--- config.mk ---
export PLATFORM = sky130hd
export DESIGN_NAME = icpd_page_decoder
export DESIGN_NICKNAME = d
export VERILOG_FILES = /design/src/inc/icpd_pkg.sv /design/src/verilog/icpd_page_decoder.sv
export SDC_FILE = /design/constraint.sdc
export NUM_CORES = 1
export LEC_CHECK = 0
export ABC_AREA = 1
export BUFFER_PORTS_ARGS = -buffer_cell sky130_fd_sc_hd__buf_2
export CAP_MARGIN = 20
export CORE_MARGIN = 2
export CORE_UTILIZATION = 46
export CTS_CLUSTER_DIAMETER = 120
export DETAILED_ROUTE_END_ITERATION = 8
export PLACE_DENSITY = 0.81
export SLEW_MARGIN = 25
export SYNTH_ARGS = -nofsm -noshare
export SYNTH_HDL_FRONTEND = slang
export SYNTH_SLANG_ARGS = --single-unit
--- constraint.sdc ---
create_clock -name clock -period 2.2 [get_ports clock]
set_input_delay 0.33 -clock clock [delete_from_list [all_inputs] [get_ports clock]]
set_output_delay 0.33 -clock clock [all_outputs]
set_load 0.05 [all_outputs]
--- src/inc/icpd_pkg.sv ---
// ****************************************
// shared constants of the page decoder
// ****************************************
package icpd_pkg;

	// base map width before the core-number field is added
	localparam int BASE_AW    = 18;
	// lowest bit of the 64KB page index
	localparam int PAGE_LSB   = 16;
	// lowest bit of the core-number field
	localparam int CORE_LSB   = 17;
	localparam int PAGE_OFF_W = 16;
	localparam int NUM_GLOBAL = 4;

	// global page indices
	localparam logic [1:0] PG_DIST     = 2'h0;
	localparam logic [1:0] PG_MSG_SPI  = 2'h1;
	localparam logic [1:0] PG_XLAT_CTL = 2'h2;
	localparam logic [1:0] PG_DOORBELL = 2'h3;

	// bus answer, burst and size codes
	localparam logic [1:0] RESP_OKAY   = 2'h0;
	localparam logic [1:0] RESP_SLVERR = 2'h2;
	localparam logic [1:0] BURST_FIXED = 2'h0;
	localparam logic [2:0] SIZE_WORD   = 3'h2;

	// values after reset
	localparam logic [31:0] RDATA_RST  = 32'h0000_0000;
	localparam logic [7:0]  LEN_RST    = 8'h00;

	typedef enum logic [4:0] {
		ST_IDLE  = 5'b00001,
		ST_WRITE = 5'b00010,
		ST_WRESP = 5'b00100,
		ST_READ  = 5'b01000,
		ST_RDATA = 5'b10000
	} icpd_state_t;

endpackage

--- src/verilog/icpd_page_decoder.sv ---
`timescale 1ns/10ps

module icpd_page_decoder #(
	parameter int NUM_CLUSTERS      = 4,
	parameter int CORES_PER_CLUSTER = 4,
	parameter int AXI_AW            = 22,
	parameter int IDW               = 4
) (
	input  wire logic                 clock,
	input  wire logic                 rst,

	input  wire logic [IDW-1:0]       awid,
	input  wire logic [AXI_AW-1:0]    awaddr,
	input  wire logic [7:0]           awlen,
	input  wire logic [2:0]           awsize,
	input  wire logic [1:0]           awburst,
	input  wire logic                 awvalid,
	output logic                      awready,
	input  wire logic [31:0]          wdata,
	input  wire logic [3:0]           wstrb,
	input  wire logic                 wlast,
	input  wire logic                 wvalid,
	output logic                      wready,
	output logic [IDW-1:0]            bid,
	output logic [1:0]                bresp,
	output logic                      bvalid,
	input  wire logic                 bready,

	input  wire logic [IDW-1:0]       arid,
	input  wire logic [AXI_AW-1:0]    araddr,
	input  wire logic [7:0]           arlen,
	input  wire logic [2:0]           arsize,
	input  wire logic [1:0]           arburst,
	input  wire logic                 arvalid,
	output logic                      arready,
	output logic [IDW-1:0]            rid,
	output logic [31:0]               rdata,
	output logic [1:0]                rresp,
	output logic                      rlast,
	output logic                      rvalid,
	input  wire logic                 rready,

	output logic                      regReq,
	output logic                      regWrite,
	output logic [15:0]               regAddr,
	output logic [31:0]               regWdata,
	output logic [3:0]                regStrb,
	output logic [3:0]                globalSel,
	output logic [NUM_CLUSTERS*CORES_PER_CLUSTER-1:0] coreCtlSel,
	output logic [NUM_CLUSTERS*CORES_PER_CLUSTER-1:0] coreSgiSel,
	output logic                      reservedHit,
	input  wire logic [31:0]          regRdata,
	input  wire logic                 regSubWordOk
);

	// ****************************************
	// map geometry
	// ****************************************
	localparam int NC  = NUM_CLUSTERS * CORES_PER_CLUSTER;
	localparam int CW  = (NC > 1) ? $clog2(NC) : 1;
	localparam int AW  = icpd_pkg::BASE_AW + CW;
	localparam int MSB = AW - 1;

	// ****************************************
	// transaction state
	// ****************************************
	icpd_pkg::icpd_state_t stateQ;
	icpd_pkg::icpd_state_t stateD;

	logic [AXI_AW-1:0] addr_q;
	logic [AXI_AW-1:0] addr_d;
	logic [7:0]        len_q;
	logic [7:0]        len_d;
	logic [2:0]        size_q;
	logic [2:0]        size_d;
	logic [1:0]        burst_q;
	logic [1:0]        burst_d;
	logic [IDW-1:0]    id_q;
	logic [IDW-1:0]    id_d;
	logic              err_q;
	logic              err_d;
	logic [31:0]       rdata_q;
	logic [31:0]       rdata_d;
	logic [1:0]        rresp_q;
	logic [1:0]        rresp_d;

	// ****************************************
	// address decode
	// ****************************************
	wire           inIdle   = (stateQ == icpd_pkg::ST_IDLE);
	wire           inWrite  = (stateQ == icpd_pkg::ST_WRITE);
	wire           inWresp  = (stateQ == icpd_pkg::ST_WRESP);
	wire           inRead   = (stateQ == icpd_pkg::ST_READ);
	wire           inRdata  = (stateQ == icpd_pkg::ST_RDATA);

	// bits above the map carry side data, never decoded
	wire           upperSet = addr_q[MSB];
	wire [CW:0]    pageIdx  = addr_q[MSB-1:icpd_pkg::PAGE_LSB];
	wire [CW-1:0]  coreNum  = addr_q[MSB-1:icpd_pkg::CORE_LSB];
	wire           sgiPage  = addr_q[icpd_pkg::PAGE_LSB];

	wire           lowHit   = !upperSet && ((pageIdx >> 2) == '0);
	wire           coreOk   = (32'(coreNum) < 32'(NC));
	wire           highHit  = upperSet && coreOk;
	wire           rsvd     = !(lowHit || highHit);

	wire           subErr   = (size_q < icpd_pkg::SIZE_WORD)
	                          && !regSubWordOk && !rsvd;
	wire           wrBeat   = inWrite && wvalid;
	wire           access   = wrBeat || inRead;
	wire           liveAcc  = access && !rsvd && !subErr;

	// each beat is its own atomic word
	wire [AXI_AW-1:0] step  = AXI_AW'(1) << size_q;
	wire           fixedB   = (burst_q == icpd_pkg::BURST_FIXED);
	wire [AXI_AW-1:0] nextA = fixedB ? addr_q : addr_q + step;

	// ****************************************
	// channel acceptance
	// ****************************************
	// each accept mirrors its ready output, so the state machine
	// and the handshake pins cannot drift apart

	// address channels, writes first
	wire           awTake   = inIdle && awvalid;
	wire           arTake   = inIdle && arvalid && !awvalid;

	// write beats and the closing answer
	wire           wTake    = wrBeat;
	wire           wEnd     = wTake && wlast;
	wire           bTake    = inWresp && bready;

	// read beats
	wire           lastBeat = (len_q == 8'h00);
	wire           rTake    = inRdata && rready;

	// a refusal on any beat marks the whole burst
	wire           wErrNext = err_q || subErr;
	// reserved and refused reads both answer zero
	wire           rZero    = rsvd || subErr;

	// ****************************************
	// page selects
	// ****************************************
	genvar g;
	generate
		for (g = 0; g < icpd_pkg::NUM_GLOBAL; g = g + 1) begin : gGlob
			assign globalSel[g] = liveAcc && lowHit
			                      && (pageIdx == (CW+1)'(g));
		end
		// linear number runs cluster by cluster
		for (g = 0; g < NC; g = g + 1) begin : gCore
			assign coreCtlSel[g] = liveAcc && highHit
			                       && (coreNum == CW'(g)) && !sgiPage;
			assign coreSgiSel[g] = liveAcc && highHit
			                       && (coreNum == CW'(g)) && sgiPage;
		end
	endgenerate

	// ****************************************
	// downstream register port
	// ****************************************
	// no request reaches a reserved page
	assign regReq      = liveAcc;
	assign regWrite    = inWrite;
	assign regAddr     = addr_q[icpd_pkg::PAGE_OFF_W-1:0];
	assign regWdata    = wdata;
	assign regStrb     = inWrite ? wstrb : 4'h0;
	assign reservedHit = access && rsvd;

	// ****************************************
	// bus handshakes
	// ****************************************
	assign awready = inIdle;
	// writes win when both address channels arrive together
	assign arready = inIdle && !awvalid;
	assign wready  = inWrite;
	assign bvalid  = inWresp;
	assign bid     = id_q;
	assign bresp   = err_q ? icpd_pkg::RESP_SLVERR : icpd_pkg::RESP_OKAY;
	assign rvalid  = inRdata;
	assign rid     = id_q;
	assign rdata   = rdata_q;
	assign rresp   = rresp_q;
	assign rlast   = inRdata && lastBeat;

	// ****************************************
	// next-state logic
	// ****************************************
	always_comb begin
		stateD  = stateQ;
		addr_d  = addr_q;
		len_d   = len_q;
		size_d  = size_q;
		burst_d = burst_q;
		id_d    = id_q;
		err_d   = err_q;
		rdata_d = rdata_q;
		rresp_d = rresp_q;
		case (stateQ)
			icpd_pkg::ST_IDLE: begin
				if (awTake) begin
					addr_d  = awaddr;
					len_d   = awlen;
					size_d  = awsize;
					burst_d = awburst;
					id_d    = awid;
					err_d   = 1'b0;
					stateD  = icpd_pkg::ST_WRITE;
				end else if (arTake) begin
					addr_d  = araddr;
					len_d   = arlen;
					size_d  = arsize;
					burst_d = arburst;
					id_d    = arid;
					stateD  = icpd_pkg::ST_READ;
				end
			end
			icpd_pkg::ST_WRITE: begin
				if (wTake) begin
					// refused beat is sticky for the burst
					err_d  = wErrNext;
					addr_d = nextA;
					if (wEnd) begin
						stateD = icpd_pkg::ST_WRESP;
					end
				end
			end
			icpd_pkg::ST_WRESP: begin
				if (bTake) begin
					stateD = icpd_pkg::ST_IDLE;
				end
			end
			icpd_pkg::ST_READ: begin
				if (rZero) begin
					rdata_d = icpd_pkg::RDATA_RST;
				end else begin
					rdata_d = regRdata;
				end
				rresp_d = subErr ? icpd_pkg::RESP_SLVERR
				                 : icpd_pkg::RESP_OKAY;
				stateD  = icpd_pkg::ST_RDATA;
			end
			icpd_pkg::ST_RDATA: begin
				if (rTake) begin
					if (lastBeat) begin
						stateD = icpd_pkg::ST_IDLE;
					end else begin
						len_d  = len_q - 8'h01;
						addr_d = nextA;
						stateD = icpd_pkg::ST_READ;
					end
				end
			end
			default: begin
				stateD = icpd_pkg::ST_IDLE;
			end
		endcase
	end

	// ****************************************
	// state registers
	// ****************************************
	// everything but the state clears to zero; the state loads ST_IDLE
	always_ff @(posedge clock) begin
		if (rst) begin
			stateQ  <= icpd_pkg::ST_IDLE;
			addr_q  <= '0;
			len_q   <= icpd_pkg::LEN_RST;
			size_q  <= 3'h0;
			burst_q <= 2'h0;
			id_q    <= '0;
			err_q   <= 1'b0;
			rdata_q <= icpd_pkg::RDATA_RST;
			rresp_q <= icpd_pkg::RESP_OKAY;
		end else begin
			stateQ  <= stateD;
			addr_q  <= addr_d;
			len_q   <= len_d;
			size_q  <= size_d;
			burst_q <= burst_d;
			id_q    <= id_d;
			err_q   <= err_d;
			rdata_q <= rdata_d;
			rresp_q <= rresp_d;
		end
	end

endmodule
# After elaboration in Yosys (flattened, before gate mapping)
# Cells that the tools add are included.
totals:
  input_bits: 155
  output_inout_bits: 141
  register_bits: 79
  elab_cells: 169
classes:
  n_eq_ne: 30
  order_cmp: 1
  shifts: 1
  add_sub_neg: 2
  muxes: 33
  n_reduce_logical: 93
op_table:
  columns: ["cell", "n"]
  rows:
  - ["$mux W22", 6]
  - ["$logic_and A1 B1 Y1", 69]
  - ["$pmux W22 S3", 1]
  - ["$eq A4 B4 Y1 const B", 8]
  - ["$mux W32", 1]
  - ["$mux W8", 4]
  - ["$mux W5", 6]
  - ["$pmux W5 S5", 1]
  - ["$add A22 B22 Y22", 1]
  - ["$shl A1 B3 Y22 const A", 1]
  - ["$eq A4 B3 Y1 const B", 4]
  - ["$mux W4", 4]
  - ["$pmux W8 S2", 1]
  - ["$eq A5 B2 Y1 const B", 3]
  - ["$eq A5 B1 Y1 const B", 2]
  - ["$logic_not A5 Y1", 2]
  - ["$ne A2 B1 Y1 const B", 5]
  - ["$reduce_and A5 Y1", 2]
  - ["$eq A4 B2 Y1 const B", 2]
  - ["$logic_not A8 Y1", 1]
  - ["$mux W2", 4]
  - ["$sub A8 B1 Y8 const B", 1]
  - ["$logic_not A1 Y1", 6]
  - ["$mux W3", 2]
  - ["17 further kinds", 23]

# Depth between registers and ports, before layout
# Gate-level depths: netlist (run 1).
logic_depth:
  depth_word: 9
  ltp_mapped: 15
  ltp_nobuf: 15

# Worst setup path after synthesis (run 1)
# OpenSTA, ideal clock, no wires.
synth_timing:
  kind: "reg-to-output"
  startpoint: "register stateQ[1]"
  endpoint: "output port coreCtlSel[10]"
  required_ns: 1.870
  path_stages_with_launch: 9
  setup_slack_ns: -0.461
  arrival_time_ns: 2.331
  n_path_buf: 0
  path_cell_list: "dfxtp_1 inv_1 nor2_1 nand3_4 o21ai_1 nand2_2 nor2_4 nand3_2 nor3_1"
synth_between:
  elab_chain_len: 8
  elab_cells_between_ends: 9
  cone_classes: "2 x eq/ne; 7 x reduce/logical"
synth_lines:
  columns: ["item", "line_no", "text"]
  rows:
  - ["start: declaration", "icpd_page_decoder.sv:67", "icpd_pkg::icpd_state_t stateQ;"]
  - ["start signal: assignment", "icpd_page_decoder.sv:267", "stateQ <= icpd_pkg::ST_IDLE;"]
  - ["start signal: assignment", "icpd_page_decoder.sv:277", "stateQ <= stateD;"]
  - ["$eq A5 B2 Y1", "icpd_page_decoder.sv:91", "wire inWrite = (stateQ == icpd_pkg::ST_WRITE);"]
  - ["$logic_and A1 B1 Y1", "icpd_page_decoder.sv:109", "wire wrBeat = inWrite && wvalid;"]
  - ["$logic_or A1 B1 Y1 *", "icpd_page_decoder.sv:110", "wire access = wrBeat || inRead;"]
  - ["$logic_and A1 B1 Y1 * (2 in a row)", "icpd_page_decoder.sv:111", "wire liveAcc = access && !rsvd && !subErr;"]
  - ["$logic_and A1 B1 Y1 *", "icpd_page_decoder.sv:153", "assign coreCtlSel[g] = liveAcc && highHit"]
  - ["$logic_and A1 B1 Y1 * (2 in a row)", "icpd_page_decoder.sv:154", "&& (coreNum == CW'(g)) && !sgiPage;"]
  - ["end: declaration", "icpd_page_decoder.sv:49", "output logic [NUM_CLUSTERS*CORES_PER_CLUSTER-1:0] coreCtlSel,"]
# Mark *: on every way between the ends. The rest lies on a longest branch, timed or not.

# Final worst setup path (run 1)
layout_timing:
  startpoint: "register stateQ[1]"
  endpoint: "output port coreCtlSel[1]"
# Same word-level chain as after synthesis.

==> flow_metrics.env, run 1 <==
export IMPL_drtIter0Drc=461
export IMPL_cp_end_kind="output pin"
export IMPL_dp_hpwl_um=13430
export IMPL_worstPathArrival_ps=2210
export IMPL_outcome="finished, violations left"
export IMPL_regArea_mm2=0.001578
export IMPL_place_gp_congestion=0.9461
export IMPL_start_util_pct=47.16
export IMPL_synth_cell_types=37
export IMPL_cts_root_buf="clkbuf_16"
export IMPL_yosys_area_top_type="dfxtp_1"
export IMPL_max_freq_mhz=393.1
export IMPL_ant_nets=0
export IMPL_slew_limit_headroom_pct=55.22
export IMPL_hold_path_class="input pin to flip-flop"
export IMPL_fin_skew_ps=6.333
export IMPL_dpl_worst_slack_ps=-42.86
export IMPL_critPathMaxStageDelay_ps=370
export IMPL_drv_cap=0
export IMPL_setup_viol=36
export IMPL_ys_flop_type="dfxtp_1"
export IMPL_leakage_nw=4.022
export IMPL_fin_crit_sh_pct=115.6
export IMPL_cts_buffer_depth=2
export IMPL_worst_slack_ps=-343.8
export IMPL_yosysMostFrequentCell="nand2_1"
export IMPL_synth_area_mm2=0.005688
export IMPL_crit_chain="nor2_4 -> nand4_1 -> o21ai_4 -> nand2_4 -> nor2_4 -> nand2_2 -> nor3_1 -> buf_4"
export IMPL_nets=1315
export IMPL_placed_cell_area_mm2=0.006842
export IMPL_cts_tree="yes"
export IMPL_tightest_slew_ps=671.7
export IMPL_synthCells=941
export IMPL_die_y_um=115.2
export IMPL_slew_violations=0
export IMPL_cts_clk_slew_worst_paths_ps=70
export IMPL_instances_no_fill=1322
export IMPL_wirelength_um=19500
export IMPL_violations="setup timing"
export IMPL_final_core_util_pct=65.59
export IMPL_clock_latency_ps=350
export IMPL_hold_viol_final=0
export IMPL_detailedRoute_firstPassIterationCount=5
export IMPL_rsz0062_at_grt="yes"
export IMPL_hold_buffers=0
export IMPL_power_mw=7.878
export IMPL_track_usage_pct=27.98
export IMPL_hold_start="regRdata[1]"
export IMPL_htreeDepth=3
export IMPL_fin_area_mm2=0.007911
export IMPL_wire_per_inst_um=14.75
export IMPL_multiInputGateArea_mm2=0.003628
export IMPL_cp_slowest_cell="dfxtp_4"
export IMPL_dieWidth_um=115.2
export IMPL_synth_edf_count=0
export IMPL_vias=6756
export IMPL_grt_max_degree=37
export IMPL_drc=0
export IMPL_ys_seq_area_share_pct=27.45
export IMPL_ys_seq_elements=78
export IMPL_synthTopCellsByArea="dfxtp_1, nand2_1, nor2_1, buf_4, o21ai_0"
export IMPL_startpoint="stateQ[1]$_SDFFE_PP0P_"
export IMPL_io_buffers=229
export IMPL_core_area_mm2=0.01206
export IMPL_synth_top_area_share_pct=27.45
export IMPL_crit_type="flip-flop to output pin"
export IMPL_finalCriticalPeriod_ps=2544
export IMPL_power_density_mw_per_mm2=995.8
export IMPL_area_growth_pct=39.09
export IMPL_required_ps=1870
export IMPL_worst_path_max_fanout=8
export IMPL_nFillCells=1089
export IMPL_grt_pass1_vias=6305
export IMPL_cp_start_kind="flip-flop"
export IMPL_dieArea_mm2=0.01327
export IMPL_synth_warnings=0
export IMPL_cts_sinks=78
export IMPL_grt_antenna_before_repair=0
export IMPL_placed_cells_incl_taps=1283
export IMPL_irDropWorstVdd_mv=0.6850
export IMPL_synth_area_per_cell_um2=6.045
export IMPL_crit_top_cell="nor2_4"
export IMPL_n_antenna_cell=0
export IMPL_grt_overflow_total=0
export IMPL_ys_top_cells_by_count="nand2_1, nor2_1, inv_1"
export IMPL_vias_per_cell=5.110
export IMPL_drive_gt1_share_pct=36.22
export IMPL_io_pins=296
export IMPL_synthArstFlopShare_pct=0
export IMPL_r2r_start="size_q[1]$_SDFFE_PP0P_"
export IMPL_cts_buffers=9
export IMPL_rows=40
export IMPL_grt_pass1_wl_um=29360
[registers in the layout (all words and copies together) (netlist names)]
name and count:
rdata 32, addr_q 22, len_q 8, stateQ 5, bid 4, size_q 3, burst_q 2, err_q 1
rresp 1
[where the power goes]
part	internal [mW]	switching (mW)	leakage (nW)
logic	1.32	2.99	3.23
registers	1.73	0.325	0.643
clock network	0.803	0.711	0.147
[per-layer routing]
metal / GRT usage, % / up-vias / wire [um]
met1: 32.18 / 3013 / 7562
li1: - / 3370 / -
met3: 8.013 / 55 / 1530
met5: 0 / - / 0
met2: 48.67 / 318 / 9705
met4: 11.73 / 0 / 700
[metrics by stage]
| stage | TNS, ps | hold slack, ps |
|---|---|---|
| floorplan | -2345 | 399.1 |
| global placement | 0 | 487.2 |
| detailed placement | -158.7 | 491.1 |
| CTS | -3019 | 207.6 |
| global route | -8735 | 201.6 |
| finish | -4135 | 213.1 |
[critical path, delay by kind of cell, from the launching register on]
family,cells,cell delay (ps)
AO/OA/AOI/OAI,1,120
AND/OR/NAND/NOR,6,1080
buffers and inverters,1,280
flip-flops,1,370
[cell families after synthesis]
group	synth area share, %
other cells	0.06593
compound gates	15.57
flops	27.45
buf+inv	16.72
simple gates	37.48
xor+xnor	0.1540
fa+ha+maj	2.552
[cells in the final DEF (no fill, tap or decap), drive strengths merged]
cell and instances:
buf 286, o21ai 77, conb 2, or2 1, a21oi 77, nand3 56, fa 1, clkbuf 10
o211ai 1, dfxtp 78, nand4 8, o22ai 11, ha 10, nor2 149, nor3 27, inv 97
a31oi 2, clkinv 4, xnor2 1, nand2 255, nor4 1
[path summary, 6_finish.rpt]
kind,cells after the start,slack [ps],to
min,3,210,rdata[1]$_SDFFE_PP0N_
max reg2reg,15,50,addr_q[20]$_SDFFE_PP0P_
max,8,-340,coreCtlSel[1]
min reg2reg,2,510,err_q$_SDFFE_PP0P_
[final cells by class]
cell class,instances,area share (%)
Timing Repair Buffer,287,23.19
Inverter,94,4.602
Multi-Input combinational cell,679,45.86
Sequential cell,78,19.94
Clock buffer,9,2.847
Tap cell,168,2.657
Clock inverter,7,0.9015
[what timing repair did]
item / CTS / global route
resized for setup: 100 / 63
pin swaps: 8 / 25
buffers inserted: 10 / 13
endpoints found under the setup margin: 37 / 55
No activity file was read; power rests on OpenSTA's default activity.
==> run 2: changes to the inputs <==
ABC_AREA = unset   (was 1)
CORE_AREA = 2 2 115 117   (was unset)
CORE_MARGIN = unset   (was 2)
CORE_UTILIZATION = unset   (was 46)
DIE_AREA = 0 0 117 119   (was unset)
PLACE_DENSITY = 0.77   (was 0.81)
==> run 2 against run 1 <==
Compared with the run above: the flow still finishes with violations (setup timing); total power decreased by 17%; highest routed layer unchanged; critical endpoint is now coreCtlSel[4]; critical path type unchanged; worst setup slack got worse by 18 ps; non-clock buffer count increased by 69; largest power group unchanged; worst hold slack got worse by 1.3 ps; wire length increased by 13%; maximum frequency decreased by 0.69%.
==> flow_metrics.env, run 2 <==
export IMPL_nets=1143
export IMPL_hold_start="regRdata[7]"
export IMPL_final_core_util_pct=68.37
export IMPL_synth_warnings=0
export IMPL_cp_start_kind="flip-flop"
export IMPL_outcome="finished, violations left"
export IMPL_cp_end_kind="output pin"
export IMPL_r2r_start="size_q[0]$_SDFFE_PP0P_"
export IMPL_worst_r2r_setup_slack_ps=-240
export IMPL_n_antenna_cell=0
export IMPL_slew_limit_headroom_pct=63.35
export IMPL_grt_pass1_vias=6319
export IMPL_ant_nets=0
export IMPL_required_ps=1870
export IMPL_drive_gt1_share_pct=51.43
export IMPL_worst_path_max_fanout=8
export IMPL_yosysMostFrequentCell="nor2_1"
export IMPL_dieArea_mm2=0.01392
export IMPL_detailedRoute_firstPassIterationCount=6
export IMPL_crit_type="flip-flop to output pin"
export IMPL_core_area_mm2=0.01287
export IMPL_synth_edf_count=0
export IMPL_cts_buffers=9
export IMPL_die_y_um=119
export IMPL_dp_hpwl_um=14220
export IMPL_cts_tree="yes"
export IMPL_multiInputGateArea_mm2=0.003899
export IMPL_irDropWorstVdd_mv=0.4145
export IMPL_ys_flop_type="dfxtp_1"
export IMPL_start_util_pct=41.53
export IMPL_grt_max_degree=35
export IMPL_synthTopCellsByArea="dfxtp_1, nor2_1, buf_4, a22oi_1, a21oi_1"
export IMPL_cts_clk_slew_worst_paths_ps=60
export IMPL_route_met2_wl_um=10730
export IMPL_power_density_mw_per_mm2=744.6
export IMPL_synth_area_per_cell_um2=7.488
export IMPL_io_buffers=229
export IMPL_grt_overflow_total=0
export IMPL_slew_violations=0
export IMPL_clock_latency_ps=350
export IMPL_hold_path_class="input pin to flip-flop"
export IMPL_rows=42
export IMPL_wl_met3_um=2254
export IMPL_drv_cap=0
export IMPL_synth_cell_types=69
export IMPL_vias_per_cell=5.812
export IMPL_tightest_slew_ps=545.5
export IMPL_setup_viol=64
export IMPL_nFillCells=988
export IMPL_grt_pass1_wl_um=31930
export IMPL_drtIter0Drc=800
export IMPL_ys_seq_elements=78
export IMPL_highest_layer="met4"
export IMPL_hold_path_depth=3
export IMPL_max_freq_mhz=390.4
export IMPL_grt_antenna_before_repair=0
export IMPL_fin_crit_sh_pct=116.4
export IMPL_synthCells=714
export IMPL_violations="setup timing"
export IMPL_fin_skew_ps=4.252
export IMPL_leakage_nw=3.765
export IMPL_cts_buffer_depth=2
export IMPL_hold_viol_final=0
export IMPL_synth_area_mm2=0.005346
export IMPL_area_growth_pct=64.64
export IMPL_hold_buffers=0
export IMPL_finalCriticalPeriod_ps=2562
export IMPL_cts_root_buf="clkbuf_16"
export IMPL_synth_top_area_share_pct=29.21
export IMPL_track_usage_pct=29.35
export IMPL_layout_commonest_cell="buf_2"
export IMPL_regArea_mm2=0.001578
export IMPL_place_gp_congestion=0.9030
export IMPL_mostFrequentLayoutCells="buf_2, buf_4, nor2_1, dfxtp_1, nand2_1"
export IMPL_vias=6730
export IMPL_cts_sinks=78
export IMPL_largest_reg_flops=32
export IMPL_reg2reg_to="addr_q[20]$_SDFFE_PP0P_"
export IMPL_synthArstFlopShare_pct=0
export IMPL_htreeDepth=3
export IMPL_io_pins=296
export IMPL_yosys_area_top_type="dfxtp_1"
export IMPL_rsz0062_at_grt="yes"
export IMPL_drc=0
export IMPL_ys_seq_area_share_pct=29.21
export IMPL_fin_area_mm2=0.008802
export IMPL_drt_met1_wl_um=8122
export IMPL_worstPathArrival_ps=2230
export IMPL_ys_top_cells_by_count="nor2_1, dfxtp_1, buf_4"
export IMPL_dpl_worst_slack_ps=-215.5
export IMPL_wirelength_um=21980
export IMPL_dieWidth_um=117
export IMPL_rr_worst_depth=8
export IMPL_wire_per_inst_um=18.98
export IMPL_placed_cell_area_mm2=0.007239
export IMPL_startpoint="stateQ[0]$_SDFFE_PP1P_"
export IMPL_worst_slack_ps=-361.6
export IMPL_holdPathEnd="rdata[7]$_SDFFE_PP0N_"
## run 2: cell types whose count changed in the layout (fill, tap and decap cells not counted), moves of 34 or more
cell     change
nor2_1      -42
buf_4       +44
o21ai_0     -52
inv_1       -69
nand2_1    -194
buf_8       +34
## run 2: worst max path at each step
stage	end	slack, ps
floorplan	coreCtlSel[4]	-90
global placement	addr_q[20]$_SDFFE_PP0P_	-140
detailed placement	addr_q[16]$_SDFFE_PP0P_	-220
CTS	coreCtlSel[4]	-360
global route	coreCtlSel[4]	-410
finish	coreCtlSel[4]	-360
## run 2: logic make-up (layout without fill, tap and decap cells)
kind of cell	count (synthesis)	after routing	synth area share, %
AND/OR/NAND/NOR	283	283	25.95
AO/OA/AOI/OAI	199	201	25.53
buffers and inverters	123	388	13.04
flip-flops	78	78	29.21
multiplexers	12	12	2.340
adder cells (fa/ha/maj)	11	11	2.715
XOR/XNOR	7	7	1.147
other	1	2	0.07014
## run 2: per-layer routing
| metal | global-route usage [%] | vias to the layer above |
|---|---|---|
| met5 | 0 | - |
| met4 | 13.90 | 0 |
| met3 | 9.873 | 82 |
| met2 | 48.41 | 466 |
| met1 | 33.78 | 3131 |
| li1 | - | 3051 |
## run 2: cell type report
class                   count  share of cell area [%]
inverters                  16                  0.7107
well taps                 176                   2.502
clock inverters             6                   1.066
repair buffers            356                   30.79
multi-input cells         516                   44.29
clock buffers              10                   2.715
flip-flops and latches     78                   17.92
## run 2: report_power, final
group,switching (mW),internal (mW)
clock,0.644,1.03
combinational,1.76,1.33
sequential,0.213,1.57
total,2.62,3.93
## run 2: critical path: stages (launching register included)
cell,delay [ps]
dfxtp_1,310
or3_4,390
a211o_4,300
or4_4,440
buf_12,170
nor2_4,110
buf_8,150
## run 2: metrics by stage
stage | total power [mW] | TNS [ps] | cells | hold slack (ps)
detailed placement | 4.199 | -3230 | 1104 | 483.1
CTS | 6.285 | -10150 | 1147 | 204.1
floorplan | 3.558 | -1139 | 715 | 454.0
finish | 6.554 | -11140 | 1158 | 211.7
global route | 6.810 | -14860 | 1158 | 218.1
global placement | 4.164 | -1562 | 1104 | 470.1
## run 2: timing repair
| action | CTS | global route |
|---|---|---|
| setup buffers | 25 | 11 |
| setup endpoints to repair | 70 | 81 |
| gates resized for setup | 168 | 73 |
| cloned | 2 | 1 |
| pin swaps | 31 | 30 |
